### src/verilog/mpmou_defines.vh
// Constants shared by the memory ordering unit.
`ifndef MPMOU_DEFINES_VH
`define MPMOU_DEFINES_VH
// ----------------------------------------------------------------------
// Operation codes on the issue port
// ----------------------------------------------------------------------
`define MPMOU_OP_LOAD   3'h0
`define MPMOU_OP_STORE  3'h1
`define MPMOU_OP_FENCE  3'h2
`define MPMOU_OP_SWAP   3'h3
`define MPMOU_OP_LOCKED 3'h4
`define MPMOU_OP_STRLD  3'h5
// ----------------------------------------------------------------------
// Widths and sizes
// ----------------------------------------------------------------------
`define MPMOU_ADDR_W    32
`define MPMOU_DATA_W    32
`define MPMOU_SB_DEPTH  8
`define MPMOU_PTR_W     3
`endif

### src/verilog/mpmou_sb_mem.v
// Store buffer storage with registered read data.
`timescale 1ns/1ns
module mpmou_sb_mem #(
    parameter AW = 3,
    parameter W  = 68
) (
    input  wire          clk,
    input  wire          wr_en,
    input  wire [AW-1:0] wr_idx,
    input  wire [W-1:0]  wr_data,
    input  wire [AW-1:0] rd_idx,
    output reg  [W-1:0]  rd_data
);
    reg [W-1:0] mem [0:(1<<AW)-1];
    always @(posedge clk) begin
        if (wr_en) begin
            mem[wr_idx] <= wr_data;
        end
        rd_data <= mem[rd_idx];
    end
endmodule

### src/verilog/mpmou_core.v
// Load/store ordering unit: store buffer, bypass, fences and locks.
//
// Behaviour
// RULE_01: Guarantees target cacheable, aligned, write-back memory accesses.
// RULE_02: Local loads, stores and instructions appear in program order.
// RULE_03: Stores commit to memory strictly in program order.
// RULE_04: A store never commits before earlier loads have their data.
// RULE_05: Loads are not reordered relative to earlier loads.
// RULE_06: String-operation loads may relax load-to-load ordering.
// RULE_07: Stores may sit in the buffer arbitrarily while execution goes on.
// RULE_08: Successive stores to one location may merge in the buffer.
// RULE_09: Non-overlapping loads may go before older buffered stores.
// RULE_10: A full fence drains all buffered stores before later loads.
// RULE_11: Locked or swap operations act as full barriers, no bypass.
// RULE_12: Partial overlap merges buffered bytes with memory bytes.
// RULE_13: Stores become visible in one single order to all observers.
// RULE_14: Causality between observed and later stores is preserved.
// RULE_15: Local loads may read forwarded buffered store data.
// RULE_16: No fixed relation between cross-processor visibility times.
// RULE_17: Same-location loads stall or receive forwarded store data.
// RULE_18: Buffer drains first-in first-out; barriers stall until empty.
`timescale 1ns/1ns
`include "mpmou_defines.vh"
module mpmou_core #(
    parameter DEPTH = `MPMOU_SB_DEPTH,
    parameter PW    = `MPMOU_PTR_W
) (
    input  wire        clk,
    input  wire        rstn,
    input  wire        iss_valid,
    input  wire [2:0]  iss_op,
    input  wire [31:0] iss_addr,
    input  wire [3:0]  iss_be,
    input  wire [31:0] iss_wdata,
    output reg         iss_ready,
    output reg         ld_done,
    output reg  [31:0] ld_data,
    output reg         sw_old_valid,
    output reg         mem_rd_req,
    output reg  [31:0] mem_rd_addr,
    input  wire        mem_rd_ack,
    input  wire [31:0] mem_rd_data,
    output reg         mem_wr_req,
    output reg  [31:0] mem_wr_addr,
    output reg  [3:0]  mem_wr_be,
    output reg  [31:0] mem_wr_data,
    output reg         mem_lock,
    input  wire        mem_wr_ack,
    output reg         sb_empty
);
// ----------------------------------------------------------------------
// State and store buffer
// ----------------------------------------------------------------------
    localparam ST_IDLE  = 3'h0;
    localparam ST_LOAD  = 3'h1;
    localparam ST_DRAIN = 3'h2;
    localparam ST_LRD   = 3'h3;
    localparam ST_LWR   = 3'h4;
    localparam EW = 68;

    reg  [2:0]     state;
    reg  [PW:0]    count;
    reg  [PW-1:0]  head;
    reg  [PW-1:0]  tail;
    reg  [31:0]    sb_addr [0:DEPTH-1];
    reg  [3:0]     sb_be   [0:DEPTH-1];
    reg  [31:0]    sb_data [0:DEPTH-1];
    reg  [2:0]     pend_op;
    reg  [31:0]    pend_addr;
    reg  [3:0]     pend_be;
    reg  [31:0]    pend_wdata;
    reg  [31:0]    fwd_data;
    reg  [3:0]     fwd_mask;
    reg            wr_busy;
    reg            mem_fetch;
    wire [EW-1:0]  rd_entry;
    wire           full;
    wire           pop;
    wire           merge_hit;
    wire [PW-1:0]  last;
    reg  [31:0]    merge_data;
    reg            rd_fresh;
    wire           sb_wr;
    wire [PW-1:0]  sb_widx;
    wire [EW-1:0]  sb_wentry;
    wire [31:0]    look_addr;

    assign full = (count == DEPTH);
    assign last = tail - {{(PW-1){1'b0}}, 1'b1};
    // Merging only into the youngest entry keeps commit order intact.
    // The head entry may leave for memory at any edge, so it never merges.
    assign merge_hit = (count != 0) && !wr_busy_last(head, last, 1'b1)
                     && (sb_addr[last] == iss_addr); // [RULE_08] [RULE_03]
    assign sb_wr     = (state == ST_IDLE) && iss_valid && iss_ready
                     && (iss_op == `MPMOU_OP_STORE);
    assign sb_widx   = merge_hit ? last : tail;
    assign sb_wentry = merge_hit ? {sb_be[last] | iss_be, iss_addr, merge_data}
                                 : {iss_be, iss_addr, iss_wdata};
    // A load waiting on memory keeps searching for its own address.
    assign look_addr = (state == ST_IDLE) ? iss_addr : pend_addr;
    assign pop = wr_busy && mem_wr_ack;

    function wr_busy_last;
        input [PW-1:0] h;
        input [PW-1:0] l;
        input          b;
        begin
            wr_busy_last = b && (h == l);
        end
    endfunction

    function [31:0] byte_merge;
        input [31:0] old_v;
        input [31:0] new_v;
        input [3:0]  m;
        integer k;
        begin
            byte_merge = old_v;
            for (k = 0; k < 4; k = k + 1) begin
                if (m[k]) begin
                    byte_merge[k*8 +: 8] = new_v[k*8 +: 8];
                end
            end
        end
    endfunction

    mpmou_sb_mem #(
        .AW (PW),
        .W  (EW)
    ) u_shadow (
        .clk     (clk),
        .wr_en   (sb_wr),
        .wr_idx  (sb_widx),
        .wr_data (sb_wentry),
        .rd_idx  (head),
        .rd_data (rd_entry)
    );

// ----------------------------------------------------------------------
// Forwarding search, oldest to youngest so younger bytes win
// ----------------------------------------------------------------------
    integer i;
    reg [PW-1:0] idx;
    always @* begin
        fwd_data = 32'h0;
        fwd_mask = 4'h0;
        idx      = head;
        for (i = 0; i < DEPTH; i = i + 1) begin
            idx = head + i[PW-1:0];
            if ((i < count) && (sb_addr[idx] == look_addr)) begin
                fwd_data = byte_merge(fwd_data, sb_data[idx], sb_be[idx]);
                fwd_mask = fwd_mask | sb_be[idx]; // [RULE_15] [RULE_12]
            end
        end
        merge_data = byte_merge(sb_data[last], iss_wdata, iss_be);
    end

// ----------------------------------------------------------------------
// Issue control
// ----------------------------------------------------------------------
    always @(posedge clk or negedge rstn) begin
        if (!rstn) begin
            state        <= ST_IDLE;
            count        <= {(PW+1){1'b0}};
            head         <= {PW{1'b0}};
            tail         <= {PW{1'b0}};
            iss_ready    <= 1'b0;
            ld_done      <= 1'b0;
            ld_data      <= 32'h0;
            sw_old_valid <= 1'b0;
            mem_rd_req   <= 1'b0;
            mem_rd_addr  <= 32'h0;
            mem_wr_req   <= 1'b0;
            mem_wr_addr  <= 32'h0;
            mem_wr_be    <= 4'h0;
            mem_wr_data  <= 32'h0;
            mem_lock     <= 1'b0;
            sb_empty     <= 1'b1;
            wr_busy      <= 1'b0;
            mem_fetch    <= 1'b0;
            pend_op      <= 3'h0;
            pend_addr    <= 32'h0;
            pend_be      <= 4'h0;
            pend_wdata   <= 32'h0;
            rd_fresh     <= 1'b0;
        end else begin
            ld_done      <= 1'b0;
            sw_old_valid <= 1'b0;
            // Registered read of the head is stale one edge after it moves.
            rd_fresh     <= !pop && !(sb_wr && (sb_widx == head));
            // Drain FIFO order; a locked sequence owns the write port.
            // Stores leave whenever the port is free, with no cross-core
            // timing relation. [RULE_16]
            if (pop) begin
                wr_busy    <= 1'b0;
                mem_wr_req <= 1'b0;
                head       <= head + {{(PW-1){1'b0}}, 1'b1}; // [RULE_18]
            end else if (!wr_busy && count != 0 && state != ST_LWR
                         && rd_fresh) begin
                wr_busy     <= 1'b1;
                mem_wr_req  <= 1'b1; // [RULE_03] [RULE_13] [RULE_14]
                mem_wr_addr <= rd_entry[63:32];
                mem_wr_be   <= rd_entry[67:64];
                mem_wr_data <= rd_entry[31:0];
            end
            case (state)
            ST_IDLE: begin
                // A full buffer keeps issue closed until an entry leaves.
                iss_ready <= !full || pop;
                if (iss_valid && iss_ready) begin
                    pend_op    <= iss_op;
                    pend_addr  <= iss_addr;
                    pend_be    <= iss_be;
                    pend_wdata <= iss_wdata;
                    case (iss_op)
                    `MPMOU_OP_STORE: begin
                        // Stores enter only after earlier loads completed.
                        if (merge_hit) begin
                            sb_data[last] <= merge_data; // [RULE_08]
                            sb_be[last]   <= sb_be[last] | iss_be;
                        end else begin
                            sb_addr[tail] <= iss_addr; // [RULE_04] [RULE_07]
                            sb_be[tail]   <= iss_be;
                            sb_data[tail] <= iss_wdata;
                            tail <= tail + {{(PW-1){1'b0}}, 1'b1};
                        end
                        if (!merge_hit && (count + 1'b1 == DEPTH)) begin
                            iss_ready <= 1'b0;
                        end
                    end
                    `MPMOU_OP_LOAD, `MPMOU_OP_STRLD: begin // [RULE_06]
                        iss_ready <= 1'b0;
                        if ((fwd_mask & iss_be) == iss_be) begin
                            ld_done <= 1'b1; // [RULE_15] [RULE_17]
                            ld_data <= fwd_data;
                            iss_ready <= 1'b1;
                        end else begin
                            // Partial or no overlap reads memory first.
                            state       <= ST_LOAD; // [RULE_09] [RULE_12]
                            mem_rd_req  <= 1'b1;
                            mem_fetch   <= 1'b1;
                            mem_rd_addr <= iss_addr;
                        end
                    end
                    `MPMOU_OP_FENCE, `MPMOU_OP_SWAP, `MPMOU_OP_LOCKED: begin
                        iss_ready <= 1'b0;
                        state     <= ST_DRAIN; // [RULE_10] [RULE_11]
                    end
                    default: begin
                        iss_ready <= 1'b1;
                    end
                    endcase
                end
            end
            ST_LOAD: begin
                // One load in flight keeps loads in order.
                if (mem_rd_ack) begin
                    mem_rd_req <= 1'b0;
                    mem_fetch  <= 1'b0;
                    ld_done    <= 1'b1; // [RULE_05] [RULE_02]
                    ld_data    <= byte_merge(mem_rd_data, fwd_data,
                                             fwd_mask & pend_be);
                    iss_ready  <= !full;
                    state      <= ST_IDLE;
                end
            end
            ST_DRAIN: begin
                if (count == 0 && !wr_busy) begin // [RULE_18]
                    if (pend_op == `MPMOU_OP_FENCE) begin
                        iss_ready <= 1'b1;
                        state     <= ST_IDLE; // [RULE_10]
                    end else begin
                        mem_lock    <= 1'b1; // [RULE_11] [RULE_01]
                        mem_rd_req  <= 1'b1;
                        mem_rd_addr <= pend_addr;
                        state       <= ST_LRD;
                    end
                end
            end
            ST_LRD: begin
                if (mem_rd_ack) begin
                    mem_rd_req   <= 1'b0;
                    ld_data      <= mem_rd_data;
                    sw_old_valid <= 1'b1;
                    mem_wr_req   <= 1'b1;
                    mem_wr_addr  <= pend_addr;
                    mem_wr_be    <= pend_be;
                    mem_wr_data  <= pend_wdata;
                    state        <= ST_LWR;
                end
            end
            ST_LWR: begin
                // Written straight to memory, never through the buffer.
                if (mem_wr_ack) begin
                    mem_wr_req <= 1'b0;
                    mem_lock   <= 1'b0;
                    iss_ready  <= 1'b1;
                    state      <= ST_IDLE; // [RULE_11]
                end
            end
            default: begin
                state <= ST_IDLE;
            end
            endcase
            count <= count
                   + ((state == ST_IDLE && iss_valid && iss_ready
                       && iss_op == `MPMOU_OP_STORE && !merge_hit)
                      ? {{PW{1'b0}}, 1'b1} : {(PW+1){1'b0}})
                   - (pop && state != ST_LWR
                      ? {{PW{1'b0}}, 1'b1} : {(PW+1){1'b0}});
            sb_empty <= (count == 0);
        end
    end
endmodule

### config.mk
export PLATFORM = sky130hd
export DESIGN_NAME = mpmou_core
export DESIGN_NICKNAME = d
export VERILOG_FILES = /design/src/verilog/mpmou_sb_mem.v /design/src/verilog/mpmou_core.v
export VERILOG_INCLUDE_DIRS = /design/src /design/src/verilog
export SDC_FILE = /design/constraint.sdc
export NUM_CORES = 2
export LEC_CHECK = 0
export ABC_CLOCK_PERIOD_IN_PS = 10700
export BUFFER_PORTS_ARGS = -buffer_cell sky130_fd_sc_hd__clkbuf_2
export CORE_ASPECT_RATIO = 1.25
export CORE_UTILIZATION = 55
export DETAILED_ROUTE_END_ITERATION = 10
export HOLD_SLACK_MARGIN = 0.15
export PLACE_DENSITY_LB_ADDON = 0.15
export REMOVE_ABC_BUFFERS = 1
export SETUP_SLACK_MARGIN = 0.4
export SYNTH_ARGS = -nofsm -noshare
export SYNTH_HDL_FRONTEND = slang
export SYNTH_HIERARCHICAL = 1
export SYNTH_SLANG_ARGS = --single-unit
### constraint.sdc
create_clock -name clk -period 10.7 [get_ports clk]
set_input_delay 0.535 -clock clk [delete_from_list [all_inputs] [get_ports clk]]
set_output_delay 0.535 -clock clk [all_outputs]
set_load 0.02 [all_outputs]
; ---- Yosys cells after proc, flatten, opt, wreduce, memory -nomap -nowiden
; Memories as Yosys holds them, arrays and structs flattened. A register that Yosys moved wholly into a read port is not among the register bits.
; Cells that the tools add are included.
; Widths: inputs -> output; s select.
[word_totals]
memories = 4
latch_bits = 0
rom_bits = 0
elab_cells = 293
out_inout_bits = 139
inputBits = 108
ram_bits = 1088
ff_bits = 225
[op_classes]
n_bitwise = 11
eq_ne = 38
order_cmp = 8
n_reduce_logical = 56
muxes = 142
mul = 0
div = 0
n_addsub = 12
shift = 0
[memory_table]
columns = name, depth, word_bits, rd, rd_clocked_by_memory_dff, wr, line_no
row1 = u_shadow.mem, 8, 68, 1, 1, 1, mpmou_sb_mem.v:14  ; reg [W-1:0] mem [0:(1<<AW)-1];
row2 = sb_addr, 8, 32, 9, 0, 1, mpmou_core.v:65  ; reg [31:0] sb_addr [0:DEPTH-1];
row3 = sb_data, 8, 32, 9, 0, 1, mpmou_core.v:67  ; reg [31:0] sb_data [0:DEPTH-1];
row4 = sb_be, 8, 4, 9, 0, 1, mpmou_core.v:66  ; reg [3:0] sb_be [0:DEPTH-1];
[ops]
columns = op, count
row1 = $mux 32, 28
row2 = $mux 8, 40
row3 = $eq 32x32->1, 9
row4 = $pmux 32 s3, 1
row5 = $mux 68, 1
row6 = $pmux 32 s2, 1
row7 = $mux 4, 13
row8 = $mux 1, 40
row9 = $or 4x4->4, 8
row10 = $reduce_or 32->1, 1
row11 = $mux 3, 9
row12 = $logic_and 1x1->1, 26
row13 = $lt 3x4->1 const A, 4
row14 = $eq 3x2->1 const B, 5
row15 = $pmux 3 s5, 1
row16 = $ne 2x2->1 const B, 7
row17 = $reduce_and 7->1, 2
row18 = $add 3x3->3 const B, 4
row19 = $reduce_and 6->1, 2
row20 = $eq 3x3->1 const B, 3
row21 = $and 4x4->4, 2
row22 = $lt 1x4->1 const A, 2
row23 = $lt 2x4->1 const A, 2
row24 = $ne 2x1->1 const B, 4
row25 = 32 further kinds, 52

; ---- Longest topological paths before layout
[logic_depth]
ltp_word = 25
depth_mapped = 31
depth_no_buf = 15

; ---- Hierarchy
; The synthesis kept the hierarchy.
[modules_own_cells]
columns = module, cells_each, area_per_inst_um2, seq_area_each_um2, instances
row1 = mpmou_core, 4969, 61108.6, 21967.3, 1
row2 = mpmou_sb_mem, 867, 21797.2, 17697.0, 1

; ---- Worst setup path before layout
; No wires, ideal clock.
[synth_timing]
kind = reg-to-reg
startpoint = register tail[0]
endpoint = memory u_shadow.mem[0][0] (enable)
required_ps = 10122
n_path_buf = 8
arrival_ps = 10835
path_slack_ps = -712
path_stages_with_launch = 21
setup_ps = 578
synth_period_minus_slack_ps = 11412
cell_sequence = dfrtp_1 clkbuf_1 buf_1 clkbuf_1 buf_1 buf_1 inv_1 ha_1 xor2_1 clkbuf_1 mux2i_1 xnor2_1 nor4_1 nand3_1 nor3_1 clkbuf_1 buf_1 nand2_1 xnor2_1 nand2b_1 nor3_1
[synth_via]
elab_chain_cells = 6
elab_cells_between_ends = 8
classes_between = 1 x add/sub / 2 x eq/ne / 1 x mux / 3 x reduce/logical / 1 x memory
[synth_rtl]
columns = item, line_no
row1 = from (decl), mpmou_core.v:64  ; reg [PW-1:0] tail;
row2 = from (signal assigned), mpmou_core.v:166  ; tail <= {PW{1'b0}};
row3 = from (signal assigned), mpmou_core.v:225  ; tail <= tail + {{(PW-1){1'b0}}, 1'b1};
row4 = $sub 3x1->3 *, mpmou_core.v:89  ; assign last = tail - {{(PW-1){1'b0}}, 1'b1};
row5 = named net last[0], mpmou_core.v:80  ; wire [PW-1:0] last;
row6 = branches (longest 3 deep; another with $mem_v2 8x32), --
row7 = $logic_and 1x1->1 *, mpmou_core.v:93  ; && (sb_addr[last] == iss_addr);
row8 = $mux 3 *, mpmou_core.v:96  ; assign sb_widx = merge_hit ? last : tail;
row9 = named net sb_widx[2], mpmou_core.v:84  ; wire [PW-1:0] sb_widx;
row10 = to (decl), mpmou_sb_mem.v:14
; Mark *: on every way through the listed nets, which the timed path passes.

; ---- Worst setup path in the final report
[layout_timing]
startpoint = register head[0]
endpoint = register ld_data[2]
[layout_via]
elab_chain_cells = 22
elab_cells_between_ends = 68
classes_between = 7 x add/sub / 10 x eq/ne / 30 x mux / 9 x bitwise / 9 x reduce/logical / 3 x memory
[layout_rtl]
columns = item, line_no
row1 = from (decl), mpmou_core.v:63  ; reg [PW-1:0] head;
row2 = from (signal assigned), mpmou_core.v:165  ; head <= {PW{1'b0}};
row3 = from (signal assigned), mpmou_core.v:197  ; head <= head + {{(PW-1){1'b0}}, 1'b1};
row4 = branches (longest 22 deep; another with $mem_v2 8x32), --
row5 = to (signal assigned), mpmou_core.v:235  ; ld_data <= fwd_data;
row6 = to (signal assigned), mpmou_core.v:261  ; ld_data <= byte_merge(mem_rd_data, fwd_data,
row7 = to (signal assigned), mpmou_core.v:283  ; ld_data <= mem_rd_data;
row8 = to (decl), mpmou_core.v:37  ; output reg [31:0] ld_data,
; Several ways; the timed one is not identified. The select of a mux whose other input is x is not followed.
; A chain may end at the register's enable or synchronous reset.

==> impl_metrics.ini <==
[die]
die-area_sq_um = 152000
row_count = 158
fp.dieH_microns = 436
pin_count = 247
start_util = 0.556
die_w_microns = 349
core-area_sq_um = 149000

[synthesis]
syn_inst = 5836
yosysMostFrequentCell = edfxtp_1
ys_ff_latch = 1381
synth_mux_area_frac = 0.337
yosysSeqAreaShare = 0.478
synth_common_cells = edfxtp_1 (1,088), mux4_2 (761), mux2i_1 (694), nand2_1 (640), mux2_2 (292)
netlist.area_leader.share = 0.394
synth-simple-area-share = 0.0704
ys.flop_type = edfxtp_1
synth_top_family_by_area = multiplexers
synth_edf_count = 1088
synth_area_leader_cell = edfxtp_1
synth_area_sq_um = 82900
yosys_warnings = 6
avgSynthCellArea_sq_um = 14.2
synth_cell_types = 101
synth_compound_area_frac = 0.0556
synth-adder-area-share = 0.00220
async_reset_ff_frac = 0.163
synth_xor_area_frac = 0.0272
synth_area_leaders = edfxtp_1 (39%), mux4_2 (21%), mux2i_1 (8.4%)

[timing]
rsz0062_at_grt = false
worst_pin_slew_ps = 1460
final_hold_viol_count = 0
post-route-min-period_ps = 8990
maxSlewViolCount = 0
final.setup.tns_ps = 0
fin_crit_sh = 0.840
final-setup-viol-count = 0
skew_ps = 44.7
maxSlewHeadroom = 0.00423
max_freq_mhz = 111

[setup_path]
critPathKind = flop to flop
cp.arrival_ps = 9660
cp-end-kind = flop
cp-start-kind = flop
path_max_fanout = 41
critPathRequiredTime_ps = 11380

[run_status]
violations = max-capacitance violations
status = finished, violations left

[cells_and_area]
drive_above_1_share = 0.289
area_growth_pct = 10.3
final_area_sq_um = 91400
final_util = 0.613
final_cells = 8126
finish.net_count = 6127

[placement]
placed_area_sq_um = 86100
hpwl_mm = 190
dp.cells = 7799
gp_congestion = 1.07
port_buffers = 246

[detailed_routing]
ant_nets = 0
wl_per_cell_microns = 34.7
num_vias = 58800
drt_iter0_markers = 8166
wirelength_mm = 282
drt_pass1_iterations = 6
drc = 0
vias_per_cell = 7.23

[grt]
grt_pass1_wl_mm = 406
grt_pass1_vias = 56700
antenna_found_initial = 17
grt_max_degree = 139
track_usage = 0.370
grt_overflow = 0

[clocking]
postCtsSetupRepairBufs = 0
cts_buffer_depth = 3
clockRootBuffer = clkbuf_16
clk_pin_slew_ps = 60
cts_buffers = 141
cts.sink_count = 1381
htreeDepth = 4
insertion_delay_ps = 820
ctsResizeCount = 0
cts_tree = yes

[flow_run]
drv_cap = 1

[worst_hold_path]
hp-class = primary input to flop

[power_and_ir_drop]
ir_drop_mv = 0.299
leakage_nw = 32.2
power_density_nw_per_um2 = 345
==> routing by layer <==
layer,track usage,vias up,share of wire
li1,-,23800,-
met4,0.147,20,0.046
met2,0.556,3916,0.45
met5,0,-,0.00049
met3,0.0946,687,0.12
met1,0.518,30300,0.38
==> cell type report <==
type | count | area, sq um
multi-input cells | 3973 | 41200
inverters | 31 | 123
repair buffers | 477 | 3260
diodes | 4 | 10.0
clock buffers | 185 | 3870
fillers | 11300 | 57600
flip-flops and latches | 1381 | 39700
well taps | 2000 | 2500
clock inverters | 75 | 830
==> critical path, stage by stage (launching register included) <==
cell	delay [ps]
dfrtp_4	870
inv_4	240
ha_4	760
buf_4	640
mux2i_1	210
mux4_2	560
xor2_1	210
nor4_1	320
nand3_1	130
nor3_1	940
nand3_1	940
nand4bb_1	780
nor4_1	230
nor4_4	300
buf_4	350
or2_2	810
mux2_2	420
==> path summary, 6_finish.rpt <==
path,startpoint,endpoint,slack (ps),cells after the start
worst max-delay path,head[0],ld_data[2],1710,16
worst min-delay path,iss_addr[29],u_shadow/mem[1][61],220,2
worst max register to register,head[0],ld_data[2],1710,16
worst min register to register,pend_wdata[26],mem_wr_data[26],480,2
max in group asynchronous,rstn,mem_wr_data[22],8880,4
min in group asynchronous,rstn,mem_rd_addr[5],230,2
==> flip-flops by register name, summed over array words and instances (netlist names), 68 cells and up <==
name	count
u_shadow/rd_data	68
sb_addr	256
sb_data	256
u_shadow/mem	544
==> layout by cell type (no fill, tap or decap), types with 143 or more instances in the layout <==
master     count
clkbuf_16    143
dfrtp_1      220
o21ai_0      154
clkbuf_2     245
mux2_2       292
xnor2_1      166
buf_4        158
mux2i_1      694
edfxtp_1    1088
nand2_1      640
mux4_2       761
==> logic make-up after synthesis <==
family	after synthesis
mux	1792
flops	1381
simple gates	1244
compound gates	668
buf+inv	482
xor+xnor	255
fa+ha+maj	14
==> timing repair <==
action,4_1_cts,5_1_grt
endpoints found under the setup margin,0,0
hold buffers,63,0
endpoints found under the hold margin,98,0
==> per-stage QoR <==
step / total power, mW / setup WS, ps / hold WS [ps]
after floorplan: 21.7 / -36500 / 239
after global placement: 25.9 / 2160 / 448
after detailed placement: 26.0 / 1960 / 454
after CTS: 31.1 / 1970 / 171
after global routing: 32.5 / 1530 / 203
final: 31.5 / 1710 / 215
==> where the power goes <==
group | internal [mW] | total, mW | leakage [nW] | switching, mW
Combinational | 7.61 | 19.3 | 16.9 | 11.7
Sequential | 6.57 | 7.18 | 13.0 | 0.618
Clock | 2.86 | 5.07 | 2.27 | 2.20
Total | 17.0 | 31.5 | 32.2 | 14.5
No activity file was read; power rests on OpenSTA's default activity.
